`src/rtl/lcfs_regs.vh`:
```
// Register map, field positions and timing constants of the fade sequencer.
`ifndef LCFS_REGS_VH
`define LCFS_REGS_VH

// ****************************************************************
// Register addresses carried in bits 14..8 of the serial word
// ****************************************************************
`define LCFS_ADDR_CFG 7'h10
`define LCFS_ADDR_FADE 7'h11
`define LCFS_ADDR_RAMP 7'h12
`define LCFS_ADDR_GLOBAL 7'h15

// ****************************************************************
// Serial word layout
// ****************************************************************
`define LCFS_WORD_W 16
`define LCFS_RW_BIT 15
`define LCFS_ADDR_MSB 14
`define LCFS_ADDR_LSB 8
`define LCFS_DATA_MSB 7

// ****************************************************************
// Configuration register fields
// ****************************************************************
`define LCFS_CFG_RUN 0
`define LCFS_CFG_CSWAKE 1
`define LCFS_CFG_RAMPEN 2
`define LCFS_CFG_ST_HOLD 3
`define LCFS_CFG_ST_FADE 4
`define LCFS_CFG_ST_RAMP 5
`define LCFS_CFG_OSC 7

// ****************************************************************
// Ramp-down register fields and reset values
// ****************************************************************
`define LCFS_FADE_MSB 2
`define LCFS_FADE_LSB 0
`define LCFS_HOLD_MSB 5
`define LCFS_HOLD_LSB 3
`define LCFS_FADE_RST 6'h00
`define LCFS_RAMP_RST 3'h0
`define LCFS_GLOBAL_RST 3'h7
`define LCFS_DAC_FULL 3'h7
`define LCFS_DAC_ZERO 3'h0
`define LCFS_CODE_OFF 3'h0

// ****************************************************************
// Timing: clock rate, PWM rate and time units
// ****************************************************************
`define LCFS_CLK_HZ 32'h0262_5A00
`define LCFS_PWM_HZ 32'h0000_8000
`define LCFS_UNIT_DIV 32'h0000_0010
`define LCFS_STEPS 32'h0000_0008
`define LCFS_WAKE_US 32'h0000_0BB8
`define LCFS_US_PER_S 32'h000F_4240

`endif

```
`src/rtl/lcfs_sync.v`:
```
// Two flip-flop synchroniser for one asynchronous input.
`timescale 1ns/1ps
`default_nettype none
module lcfs_sync #(
  parameter [0:0] RST_VAL = 1'b0
) (
  input wire clk_i,
  input wire sys_rst_i,
  input wire d_i,
  output reg q_o
);

  reg meta;

  // The first stage feeds only the second stage.
  always @(posedge clk_i or posedge sys_rst_i) begin
    if (sys_rst_i) begin
      meta <= RST_VAL;
      q_o <= RST_VAL;
    end else begin
      meta <= d_i;
      q_o <= meta;
    end
  end

endmodule
`default_nettype wire

```
`src/rtl/lcfs_top.v`:
```
// Serial slave port and shutdown fade / wake ramp sequencer.
//
// Notes on behaviour
// - Ramp-down bits 2..0 select fade-off time.
// - Ramp-down bits 5..3 select hold-off delay.
// - Shutdown runs hold-off, then fade-off, then stops.
// - Ramp-up bits 2..0 select wake ramp time.
// - Hold, fade and ramp durations counted in PWM clock periods; the wake select-low time in system clock cycles.
// - Internal oscillator runs throughout a fade sequence unless the external clock is selected.
// - Ramp steps a 3-bit master reference DAC.
// - Global current level caps the ramp DAC.
// - Config register shows hold, fade, ramp status.
// - One config write starts shutdown and options.
// - Data shifted on rising clock, select low.
// - Serial output is driven unless the external clock is selected.
// - Clock and data ignored while select high.
// - Word is command byte then data byte.
// - Hold-off keeps outputs at full current.
// - Bit 15 read/write, bits 14..8 address.
// - Only last sixteen bits latched at select rise.
// - Read loads register into low shift byte.
`timescale 1ns/1ps
`include "lcfs_regs.vh"
`default_nettype none
module lcfs_top #(
  parameter [19:0] WAKE_CYC = 20'h1_D4C0
) (
  input wire clk_i,
  input wire sys_rst_i,
  input wire sclk_i,
  input wire cs_n_i,
  input wire din_i,
  input wire serial_out_or_pwm_clock_pin_i,
  output wire serial_out_or_pwm_clock_pin_o,
  output wire serial_out_or_pwm_clock_pin_oe_o,
  output reg [2:0] current_dac_o,
  output wire shutdown_o,
  output wire pwm_osc_run_o
);

  // ****************************************************************
  // Constants derived from the clock and PWM rates
  // ****************************************************************
  localparam [31:0] DIV_FULL = `LCFS_CLK_HZ / `LCFS_PWM_HZ;
  localparam [10:0] DIV_LAST = DIV_FULL[10:0] - 11'h001;
  localparam [31:0] UNIT_FULL = `LCFS_PWM_HZ / `LCFS_UNIT_DIV;
  localparam [17:0] HOLD_UNIT = UNIT_FULL[17:0];
  localparam [31:0] STEP_FULL = UNIT_FULL / `LCFS_STEPS;
  localparam [17:0] STEP_UNIT = STEP_FULL[17:0];
  localparam [2:0] ST_RUN = 3'h0;
  localparam [2:0] ST_HOLD = 3'h1;
  localparam [2:0] ST_FADE = 3'h2;
  localparam [2:0] ST_SHDN = 3'h3;
  localparam [2:0] ST_RAMP = 3'h4;

  // Duration in PWM periods: the unit doubled per code step above one.
  function [17:0] lcfs_len;
    input [2:0] code;
    input [17:0] unit;
    begin
      lcfs_len = unit << (code - 3'h1);
    end
  endfunction

  // ****************************************************************
  // Input synchronisers
  // ****************************************************************
  wire sclk_q;
  wire cs_n_q;
  wire din_q;
  wire ext_q;

  lcfs_sync #(.RST_VAL(1'b0)) u_sync_sclk (
    .clk_i(clk_i),
    .sys_rst_i(sys_rst_i),
    .d_i(sclk_i),
    .q_o(sclk_q)
  );
  lcfs_sync #(.RST_VAL(1'b1)) u_sync_cs (
    .clk_i(clk_i),
    .sys_rst_i(sys_rst_i),
    .d_i(cs_n_i),
    .q_o(cs_n_q)
  );
  lcfs_sync #(.RST_VAL(1'b0)) u_sync_din (
    .clk_i(clk_i),
    .sys_rst_i(sys_rst_i),
    .d_i(din_i),
    .q_o(din_q)
  );
  lcfs_sync #(.RST_VAL(1'b0)) u_sync_ext (
    .clk_i(clk_i),
    .sys_rst_i(sys_rst_i),
    .d_i(serial_out_or_pwm_clock_pin_i),
    .q_o(ext_q)
  );

  // ****************************************************************
  // Edge detection on the synchronised pins
  // ****************************************************************
  reg sclk_d;
  reg cs_n_d;
  reg ext_d;

  // Previous values for edge finding.
  always @(posedge clk_i or posedge sys_rst_i) begin
    if (sys_rst_i) begin
      sclk_d <= 1'b0;
      cs_n_d <= 1'b1;
      ext_d <= 1'b0;
    end else begin
      sclk_d <= sclk_q;
      cs_n_d <= cs_n_q;
      ext_d <= ext_q;
    end
  end

  // Clock edges count only while select is low.
  wire sclk_rise = sclk_q & ~sclk_d & ~cs_n_q;
  wire sclk_fall = ~sclk_q & sclk_d & ~cs_n_q;
  wire cs_rise = cs_n_q & ~cs_n_d;
  wire cs_fall = ~cs_n_q & cs_n_d;

  // ****************************************************************
  // Registers
  // ****************************************************************
  reg [`LCFS_WORD_W-1:0] shreg;
  reg dout;
  reg [5:0] fade_timing;
  reg [2:0] wake_ramp;
  reg [2:0] global_level;
  reg cfg_run;
  reg cfg_cswake;
  reg cfg_rampen;
  reg cfg_osc;
  reg [2:0] state;
  reg [2:0] dac;
  reg [17:0] cnt;
  reg [10:0] div_cnt;
  reg [19:0] wake_cnt;
  reg [7:0] rd_data;

  wire [6:0] addr = shreg[`LCFS_ADDR_MSB:`LCFS_ADDR_LSB];
  wire [7:0] wdata = shreg[`LCFS_DATA_MSB:0];
  wire is_read = shreg[`LCFS_RW_BIT];
  wire wr_stb = cs_rise & ~is_read;
  wire cfg_wr = wr_stb & (addr == `LCFS_ADDR_CFG);
  wire [2:0] fade_code = fade_timing[`LCFS_FADE_MSB:`LCFS_FADE_LSB];
  wire [2:0] hold_code = fade_timing[`LCFS_HOLD_MSB:`LCFS_HOLD_LSB];

  // Status follows the state, so a skipped phase never shows.
  wire st_hold = (state == ST_HOLD);
  wire st_fade = (state == ST_FADE);
  wire st_ramp = (state == ST_RAMP);

  // Read multiplexer; unused bits return zero.
  always @* begin
    rd_data = 8'h00;
    case (addr)
      `LCFS_ADDR_CFG: begin
        rd_data[`LCFS_CFG_RUN] = cfg_run;
        rd_data[`LCFS_CFG_CSWAKE] = cfg_cswake;
        rd_data[`LCFS_CFG_RAMPEN] = cfg_rampen;
        rd_data[`LCFS_CFG_ST_HOLD] = st_hold;
        rd_data[`LCFS_CFG_ST_FADE] = st_fade;
        rd_data[`LCFS_CFG_ST_RAMP] = st_ramp;
        rd_data[`LCFS_CFG_OSC] = cfg_osc;
      end
      `LCFS_ADDR_FADE: rd_data = {2'h0, fade_timing};
      `LCFS_ADDR_RAMP: rd_data = {5'h00, wake_ramp};
      `LCFS_ADDR_GLOBAL: rd_data = {5'h00, global_level};
      default: rd_data = 8'h00;
    endcase
  end

  // ****************************************************************
  // Serial shift register and data output
  // ****************************************************************
  // The shifter keeps running past sixteen bits, so whatever is in it
  // at select rise is the last sixteen bits received.
  always @(posedge clk_i or posedge sys_rst_i) begin
    if (sys_rst_i) begin
      shreg <= 16'h0000;
      dout <= 1'b0;
    end else begin
      if (sclk_rise) begin
        shreg <= {shreg[`LCFS_WORD_W-2:0], din_q};
      end else if (cs_rise && is_read) begin
        shreg[`LCFS_DATA_MSB:0] <= rd_data;
      end
      if (sclk_fall || cs_fall) begin
        dout <= shreg[`LCFS_WORD_W-1];
      end
    end
  end

  // The pin is driven whenever it is the data output, selected or not.
  assign serial_out_or_pwm_clock_pin_o = dout;
  assign serial_out_or_pwm_clock_pin_oe_o = ~cfg_osc;

  // ****************************************************************
  // PWM time base
  // ****************************************************************
  // The internal divider runs in every state but shutdown unless the external
  // clock is selected, so a fade is timed even when no port uses PWM.
  assign pwm_osc_run_o = (state != ST_SHDN) & ~cfg_osc;
  wire int_tick = pwm_osc_run_o & (div_cnt == DIV_LAST);
  // An external clock that stops mid-sequence simply freezes it.
  wire pwm_tick = cfg_osc ? (ext_q & ~ext_d) : int_tick;

  // Divider from the system clock down to the PWM rate.
  always @(posedge clk_i or posedge sys_rst_i) begin
    if (sys_rst_i) begin
      div_cnt <= 11'h000;
    end else if (!pwm_osc_run_o || int_tick) begin
      div_cnt <= 11'h000;
    end else begin
      div_cnt <= div_cnt + 11'h001;
    end
  end

  // ****************************************************************
  // Wake on a long select-low pulse
  // ****************************************************************
  wire cs_wake = cfg_cswake & (state == ST_SHDN) & (wake_cnt == WAKE_CYC);

  // Counts system cycles with select held low during shutdown.
  always @(posedge clk_i or posedge sys_rst_i) begin
    if (sys_rst_i) begin
      wake_cnt <= 20'h0_0000;
    end else if (cs_n_q || state != ST_SHDN) begin
      wake_cnt <= 20'h0_0000;
    end else if (wake_cnt != WAKE_CYC) begin
      wake_cnt <= wake_cnt + 20'h0_0001;
    end
  end

  wire sd_req = cfg_wr & ~wdata[`LCFS_CFG_RUN];
  wire run_req = (cfg_wr & wdata[`LCFS_CFG_RUN]) | cs_wake;
  wire use_ramp = (cfg_wr ? wdata[`LCFS_CFG_RAMPEN] : cfg_rampen) &
                  (wake_ramp != `LCFS_CODE_OFF);

  // ****************************************************************
  // Register writes
  // ****************************************************************
  always @(posedge clk_i or posedge sys_rst_i) begin
    if (sys_rst_i) begin
      fade_timing <= `LCFS_FADE_RST;
      wake_ramp <= `LCFS_RAMP_RST;
      global_level <= `LCFS_GLOBAL_RST;
      cfg_run <= 1'b1;
      cfg_cswake <= 1'b0;
      cfg_rampen <= 1'b0;
      cfg_osc <= 1'b0;
    end else begin
      if (wr_stb && addr == `LCFS_ADDR_FADE) begin
        fade_timing <= wdata[`LCFS_HOLD_MSB:0];
      end
      if (wr_stb && addr == `LCFS_ADDR_RAMP) begin
        wake_ramp <= wdata[`LCFS_FADE_MSB:0];
      end
      if (wr_stb && addr == `LCFS_ADDR_GLOBAL) begin
        global_level <= wdata[`LCFS_FADE_MSB:0];
      end
      // One write sets run, wake enable and ramp enable together.
      if (cfg_wr) begin
        cfg_run <= wdata[`LCFS_CFG_RUN];
        cfg_cswake <= wdata[`LCFS_CFG_CSWAKE];
        cfg_rampen <= wdata[`LCFS_CFG_RAMPEN];
        cfg_osc <= wdata[`LCFS_CFG_OSC];
      end else if (cs_wake) begin
        cfg_run <= 1'b1;
      end
    end
  end

  // ****************************************************************
  // Fade sequencer
  // ****************************************************************
  // Fade and ramp each take seven DAC steps over eight equal intervals of the set time.
  always @(posedge clk_i or posedge sys_rst_i) begin
    if (sys_rst_i) begin
      state <= ST_RUN;
      dac <= `LCFS_DAC_FULL;
      cnt <= 18'h0_0000;
    end else begin
      case (state)
        ST_RUN: begin
          dac <= `LCFS_DAC_FULL;
          if (sd_req) begin
            if (hold_code != `LCFS_CODE_OFF) begin
              state <= ST_HOLD;
              cnt <= lcfs_len(hold_code, HOLD_UNIT) - 18'h0_0001;
            end else if (fade_code != `LCFS_CODE_OFF) begin
              state <= ST_FADE;
              cnt <= lcfs_len(fade_code, STEP_UNIT) - 18'h0_0001;
            end else begin
              state <= ST_SHDN;
              dac <= `LCFS_DAC_ZERO;
            end
          end
        end
        ST_HOLD: begin
          dac <= `LCFS_DAC_FULL;
          if (run_req) begin
            state <= ST_RUN;
          end else if (pwm_tick) begin
            if (cnt != 18'h0_0000) begin
              cnt <= cnt - 18'h0_0001;
            end else if (fade_code != `LCFS_CODE_OFF) begin
              state <= ST_FADE;
              cnt <= lcfs_len(fade_code, STEP_UNIT) - 18'h0_0001;
            end else begin
              state <= ST_SHDN;
              dac <= `LCFS_DAC_ZERO;
            end
          end
        end
        ST_FADE: begin
          if (run_req) begin
            state <= ST_RUN;
            dac <= `LCFS_DAC_FULL;
          end else if (pwm_tick) begin
            if (cnt != 18'h0_0000) begin
              cnt <= cnt - 18'h0_0001;
            end else if (dac == `LCFS_DAC_ZERO) begin
              state <= ST_SHDN;
            end else begin
              dac <= dac - 3'h1;
              cnt <= lcfs_len(fade_code, STEP_UNIT) - 18'h0_0001;
            end
          end
        end
        ST_SHDN: begin
          dac <= `LCFS_DAC_ZERO;
          if (run_req) begin
            if (use_ramp) begin
              state <= ST_RAMP;
              cnt <= lcfs_len(wake_ramp, STEP_UNIT) - 18'h0_0001;
            end else begin
              state <= ST_RUN;
              dac <= `LCFS_DAC_FULL;
            end
          end
        end
        ST_RAMP: begin
          if (sd_req) begin
            state <= ST_SHDN;
            dac <= `LCFS_DAC_ZERO;
          end else if (pwm_tick) begin
            if (cnt != 18'h0_0000) begin
              cnt <= cnt - 18'h0_0001;
            end else if (dac == `LCFS_DAC_FULL) begin
              state <= ST_RUN;
            end else begin
              dac <= dac + 3'h1;
              cnt <= lcfs_len(wake_ramp, STEP_UNIT) - 18'h0_0001;
            end
          end
        end
        default: begin
          state <= ST_RUN;
          dac <= `LCFS_DAC_FULL;
        end
      endcase
    end
  end

  // The global level clips the ramp, so with a low global setting the
  // output follows the ramp until it rises past that level, then holds flat.
  always @(posedge clk_i or posedge sys_rst_i) begin
    if (sys_rst_i) begin
      current_dac_o <= `LCFS_DAC_FULL;
    end else begin
      current_dac_o <= (dac < global_level) ? dac : global_level;
    end
  end

  assign shutdown_o = (state == ST_SHDN);

endmodule
`default_nettype wire

```
`config.mk`:
```
export PLATFORM = sky130hd
export DESIGN_NAME = lcfs_top
export DESIGN_NICKNAME = d
export VERILOG_FILES = /design/src/rtl/lcfs_sync.v /design/src/rtl/lcfs_top.v
export VERILOG_INCLUDE_DIRS = /design/src /design/src/rtl
export SDC_FILE = /design/constraint.sdc
export NUM_CORES = 1
export LEC_CHECK = 0
export ABC_AREA = 1
export BUFFER_PORTS_ARGS = -buffer_cell sky130_fd_sc_hd__clkbuf_2
export CORE_MARGIN = 10
export CORE_UTILIZATION = 45
export DETAILED_ROUTE_END_ITERATION = 10
export PLACE_DENSITY = 0.59
export SLEW_MARGIN = 20
export SYNTH_ARGS = -nofsm -noshare
export SYNTH_HDL_FRONTEND = slang
export SYNTH_SLANG_ARGS = --single-unit
```
`constraint.sdc`:
```
create_clock -name clk_i -period 8.89 [get_ports clk_i]
set_input_delay 1.778 -clock clk_i [delete_from_list [all_inputs] [get_ports clk_i]]
set_output_delay 1.778 -clock clk_i [all_outputs]
set_load 0.02 [all_outputs]
```
==> results of run 1 <==
[state kept, by name, indices dropped and copies added (netlist names), 6 cells and up]
| signal | cells |
|---|---|
| wake_cnt | 20 |
| cnt | 18 |
| shreg | 16 |
| div_cnt | 11 |
| fade_timing | 6 |
[cell families after synthesis]
kind of cell / count (synthesis)
AOI/OAI and AO/OA: 149
DFF: 102
buffers and inverters: 149
xor gates and xnor gates: 12
and+or+nand+nor: 558
adders and majority gates: 20
[area by class of cell]
cell class,instances,area share
repair buffers,15,0.01124
inverters,130,0.06709
flip-flops and latches,102,0.3496
well taps,184,0.03133
multi-input cells,739,0.4994
clock buffers,10,0.03116
clock inverters,6,0.01022
[placed cells by master (no fill, tap or decap), types with 2 or more instances in the layout]
cell,n
nand2_1,282
inv_1,122
nor2_1,103
dfrtp_1,89
nand3_1,84
o21ai_0,71
a21oi_1,37
nor3_1,24
nand4_1,22
ha_1,20
dfstp_2,13
clkbuf_2,12
o211ai_1,10
o22ai_1,10
xor2_1,9
clkbuf_16,9
o21ai_1,8
nand2_2,7
nor3b_1,6
nand3b_1,5
nand3_2,5
inv_2,4
nor2_4,4
nor2_2,4
o221ai_1,4
nor4_1,3
a31oi_1,3
xnor2_1,3
buf_4,3
nand3_4,2
inv_4,2
clkinv_1,2
or2_2,2
and2_1,2
a211oi_1,2
inv_8,2
[layer usage]
layer	share of wire	wire, µm	global-route usage
met5	0	0	0
met3	0.053	955	0.03317
met4	0.016	293	0.05809
met1	0.49	8804	0.2550
met2	0.45	8088	0.2800
[Yosys cell counts, types with 2 or more instances]
library cell / n / share of area
a21oi_1: 37 / 0.027
inv_2: 4 / 0.0022
nor4_1: 3 / 0.0028
nand4_1: 22 / 0.020
dfrtp_1: 89 / 0.33
and2_1: 2 / 0.0018
nand3_2: 5 / 0.0073
ha_1: 20 / 0.037
clkbuf_1: 11 / 0.0060
o211ai_1: 10 / 0.011
o221ai_1: 4 / 0.0051
nor2_4: 4 / 0.0066
nand2_1: 282 / 0.16
nor2_2: 4 / 0.0037
nand3_1: 84 / 0.062
a31oi_1: 3 / 0.0028
o21ai_0: 71 / 0.052
buf_6: 2 / 0.0033
a211oi_1: 2 / 0.0022
xnor2_1: 3 / 0.0039
nand2_2: 7 / 0.0064
buf_2: 5 / 0.0037
dfstp_2: 13 / 0.050
nand3_4: 2 / 0.0051
nor3b_1: 6 / 0.0066
o22ai_1: 10 / 0.0092
o21ai_1: 8 / 0.0059
nand3b_1: 5 / 0.0055
nor2_1: 103 / 0.057
inv_1: 123 / 0.068
xor2_1: 9 / 0.012
clkinv_1: 2 / 0.0011
or2_2: 2 / 0.0018
nor3_1: 24 / 0.018
[path summary, 6_finish.rpt]
check	from	end	cells after the start	slack, ns
setup / recovery	state[2]	pwm_osc_run_o	5	5.71
hold / removal	u_sync_din.meta	u_sync_din.q_o	0	0.34
setup reg to reg	fade_timing[2]	cnt[9]	10	6.06
hold reg to reg	u_sync_din.meta	u_sync_din.q_o	0	0.34
max in group asynchronous	sys_rst_i	cfg_rampen	3	6.22
min in group asynchronous	sys_rst_i	wake_cnt[2]	2	1.43
[power breakdown]
group	internal (mW)	switching, mW	total [mW]
clock	0.224	0.184	0.408
combinational	0.302	0.653	0.955
sequential	0.566	0.0925	0.659
total	1.09	0.929	2.02
[critical path, stage by stage (launching register included)]
cell      delay, ns
dfrtp_1        0.41
inv_2          0.11
nand3_4        0.14
inv_4          0.19
nor2_4         0.05
clkbuf_2       0.16
==> impl_metrics.json, run 1 <==
{
  "status": "finished clean",
  "coreArea_um2": 14700,
  "cts-buffers-inserted": 9,
  "stdcell_count": 1186,
  "hold_viol": 0,
  "place_ws_ns": 5.738,
  "setup.worst_path.class": "flip-flop to output pin",
  "grtUsageTotal": 0.1829,
  "cts_root_buffer": "clkbuf_16",
  "place_congestion": 0.9544,
  "holdBufCountCts": 0,
  "multiInputGateArea_um2": 3670,
  "viasPerCell": 5.424,
  "syn_to_final_growth_pct": 7.663,
  "final_area_um2": 7348,
  "crit_fanout": 10,
  "timing.final.ws_setup_ns": 5.713,
  "drive_above_1_share": 0.07585,
  "relSlewSlack": 0.4137,
  "worst_pin_slew_ns": 0.8774,
  "syn_area_um2": 6825,
  "cts_sinks": 102,
  "tritoncts": "done",
  "ys_seq_area_frac": 0.3764,
  "hp-class": "flip-flop to flip-flop",
  "synth_top_family_by_area": "simple AND/OR/NAND/NOR gates",
  "die_w_um": 143.2,
  "seqCellArea_um2": 2569,
  "synthAdderAreaFrac": 0.03666,
  "antenna_cells": 0,
  "synth_nets": 1016,
  "synthSimpleGateAreaFrac": 0.3657,
  "slew_viol_final": 0,
  "p_leak_nw": 3.559,
  "maxCapViolations": 0,
  "hpwl_um": 13510,
  "dp.cells": 1170,
  "clock_path_buffers": 2,
  "power_density_nw_per_um2": 275.1,
  "synthArstFlopShare": 1.000,
  "antenna_found_initial": 0,
  "synth_cell_types": 43,
  "initial_utilization": 0.4643,
  "nets": 1023,
  "cts.reportedPaths.clkPinSlew_ns": 0.07,
  "cts_resized": 0,
  "synth_compound_area_frac": 0.1199,
  "crit_arrival_ns": 1.40,
  "whs_ns": 0.3448,
  "die_height_um": 143.2,
  "vias": 6433,
  "first_iter_violations": 572,
  "drt_pre_antenna_iters": 5,
  "ys_seq_elements": 102,
  "crit_required_ns": 7.11,
  "avgRoutedWirePerCell_um": 15.30,
  "ant_nets": 0,
  "drc": 0,
  "post-cts-setup-buffer-count": 0,
  "synth_mux_area_frac": 0,
  "cp-end-kind": "output pin",
  "grt_overflow": 0,
  "synth-edff-count": 0,
  "rows": 44,
  "drt-total-wl_um": 18140,
  "insertion_delay_ns": 0.34,
  "clock_skew_ns": 0.006734,
  "period_needed_ns": 3.177,
  "finalCritPeriodShare": 0.3574,
  "syn-instance-count": 990,
  "synth_area_per_cell_um2": 6.894,
  "yosys.area_share.xor_xnor": 0.01540,
  "yosys_warnings": 0,
  "peakVddDrop_uv": 116.4,
  "fin_setup_tns_ns": 0,
  "rsz0062_at_grt": "no",
  "place_area_um2": 7044,
  "synth-main-ff-cell": "dfrtp_1",
  "power.total_mw": 2.021,
  "grt_max_degree": 66,
  "io_pins": 13,
  "final_util": 0.4999,
  "nFillCells": 1514,
  "start_kind": "flip-flop",
  "grt_pass1_vias": 5965,
  "grt_pass1_wl_um": 30290,
  "dieArea_um2": 20490,
  "finalSetupViolCount": 0,
  "port-buffer-count": 12,
  "max_freq_mhz": 314.7,
  "cts_max_level": 3
}
(Power assumes the default switching activity.)
==> inputs of run 2 (changes only) <==
Clock period 8.89 ns to 3.2 ns, I/O delays scaled along.
==> impl_metrics.json, run 2 (same netlist as run 1, synthesis figures left out) <==
{
  "status": "finished clean",
  "reg_top3": "wake_cnt: 20 flops, cnt: 18 flops, shreg: 16 flops",
  "tritoncts": "done",
  "finalSetupViolCount": 0,
  "internal-power_mw": 2.987,
  "timing.final.ws_setup_ns": 0.7747,
  "cp-end-kind": "flip-flop",
  "clock_path_buffers": 2,
  "relSlewSlack": 0.5603,
  "grt_pass1_wl_um": 30490,
  "rsz0062_at_grt": "no",
  "regMostFlops": "wake_cnt",
  "hold_viol": 0,
  "antenna_found_initial": 0,
  "antenna_cells": 0,
  "drc": 0,
  "power_density_nw_per_um2": 764.3,
  "worst_pin_slew_ns": 0.6571,
  "hp-class": "input pin to asynchronous set/reset pin",
  "final_area_um2": 7420,
  "crit_fanout": 18,
  "cpPeakStageDelay_ns": 0.46,
  "grtUsageTotal": 0.1832,
  "first_iter_violations": 544,
  "rows": 44,
  "slew_viol_final": 0,
  "grt_overflow": 0,
  "clock_skew_ns": 0.01131,
  "crit_arrival_ns": 2.67,
  "max_freq_mhz": 412.3,
  "crit_required_ns": 3.45,
  "io_pins": 13,
  "crit_slowest_cell": "dfrtp_1",
  "ant_nets": 0,
  "place_congestion": 0.9092,
  "grt_pass1_vias": 6045,
  "path_cells": "inv_1, ha_1, nand2_1, nor2_1, nand4_1, nand3_1, nand2_1, nor2_2, nand3_4, nand2_1, nand2_1",
  "finalCritPeriodShare": 0.7579,
  "syn_to_final_growth_pct": 8.708,
  "p_sw_frac": 0.4733,
  "die_w_um": 143.2,
  "cts_max_level": 3,
  "drt-total-wl_um": 18190,
  "cts.reportedPaths.clkPinSlew_ns": 0.08,
  "cts_root_buffer": "clkbuf_16",
  "nFillCells": 1522,
  "final_common_cell": "nand2_1",
  "maxCapViolations": 0,
  "drt_pre_antenna_iters": 5,
  "seqPwrFrac": 0.322,
  "pwr-share-comb": 0.478,
  "port-buffer-count": 12,
  "cts_sinks": 102,
  "crit_path_frequent_cell": "nand2_1",
  "post-cts-setup-buffer-count": 0,
  "holdBufCountCts": 0,
  "nets": 1030,
  "die_height_um": 143.2,
  "cts_resized": 0,
  "insertion_delay_ns": 0.36,
  "place_ws_ns": 0.8537,
  "p_leak_nw": 3.593,
  "dieArea_um2": 20490,
  "vias": 6435,
  "period_needed_ns": 2.425,
  "peakVddDrop_uv": 369.4,
  "grt_max_degree": 56,
  "drive_above_1_share": 0.08325,
  "largest_reg_flops": 20,
  "clkPwrFrac": 0.201,
  "place_area_um2": 7111,
  "start_kind": "flip-flop",
  "hpwl_um": 13590,
  "p_switching_mw": 2.684,
  "setup.worst_path.class": "flip-flop to flip-flop",
  "layout_common_cells": "nand2_1, inv_1, nor2_1",
  "cts-buffers-inserted": 9,
  "coreArea_um2": 14700,
  "fin_setup_tns_ns": 0,
  "viasPerCell": 5.394,
  "avgRoutedWirePerCell_um": 15.25,
  "initial_utilization": 0.4643
}
==> run 2: changes by cell type in the layout (fill, tap and decap cells not counted), sizes merged <==
cell      change
clkinv        +1
clkbuf        -1
bufinv        -1
buf           +7
clkinvlp      +1
==> run 2: worst max-delay path: cells and delay by family, from the launching register on <==
| family | cells | cell delay, ns |
|---|---|---|
| adders and majority gates | 1 | 0.19 |
| buffers and inverters | 1 | 0.14 |
| DFF | 1 | 0.46 |
| and+or+nand+nor | 9 | 1.51 |
==> run 2: metal layers <==
metal	wire (µm)	up-vias	part of all wire	global-route usage
met4	188	0	0.010	0.03529
met5	0	-	0	0
met3	1194	15	0.066	0.03615
met2	8049	192	0.44	0.2861
li1	-	3252	-	-
met1	8757	2976	0.48	0.2575
==> run 2: power by group through the flow <==
stage	logic, mW	clock network (mW)	registers [mW]
global placement	2.67	0	1.85
finish	2.71	1.14	1.82
global route	3.04	1.22	1.86
floorplan	2.03	0	1.80
CTS	2.68	1.17	1.82
detailed placement	2.68	0	1.84
==> run 2: worst paths after layout <==
path | startpoint | end | depth (start not counted) | slack, ns
worst min-delay path | sys_rst_i | u_sync_sclk.q_o | 2 | 0.30
worst min register to register | u_sync_ext.meta | u_sync_ext.q_o | 0 | 0.35
min in group clk_i | cs_n_i | u_sync_cs.meta | 1 | 0.35
worst max-delay path | wake_cnt[0] | cnt[1] | 11 | 0.77
worst max register to register | wake_cnt[0] | cnt[1] | 11 | 0.77
max in group asynchronous | sys_rst_i | u_sync_cs.q_o | 3 | 2.16
==> run 2: stage by stage <==
step	util	total power [mW]	cells	hold slack [ns]
2_1_floorplan	-	3.831	990	0.3312
6_report	0.5048	5.671	1193	0.2978
3_5_place_dp	0.4837	4.520	1177	0.3355
4_1_cts	0.5048	5.680	1193	0.3073
5_1_grt	0.5048	6.130	1193	0.3353
3_3_place_gp	0.4837	4.513	1177	0.3340
==> run 2: area by class of cell <==
cell class / count / area [µm²] / area share
flip-flops and latches: 102 / 2569 / 0.3462
inverters: 130 / 494.2 / 0.06661
multi-input cells: 739 / 3670 / 0.4946
clock buffers: 9 / 225.2 / 0.03035
well taps: 184 / 230.2 / 0.03103
repair buffers: 22 / 147.6 / 0.01990
clock inverters: 7 / 83.83 / 0.01130
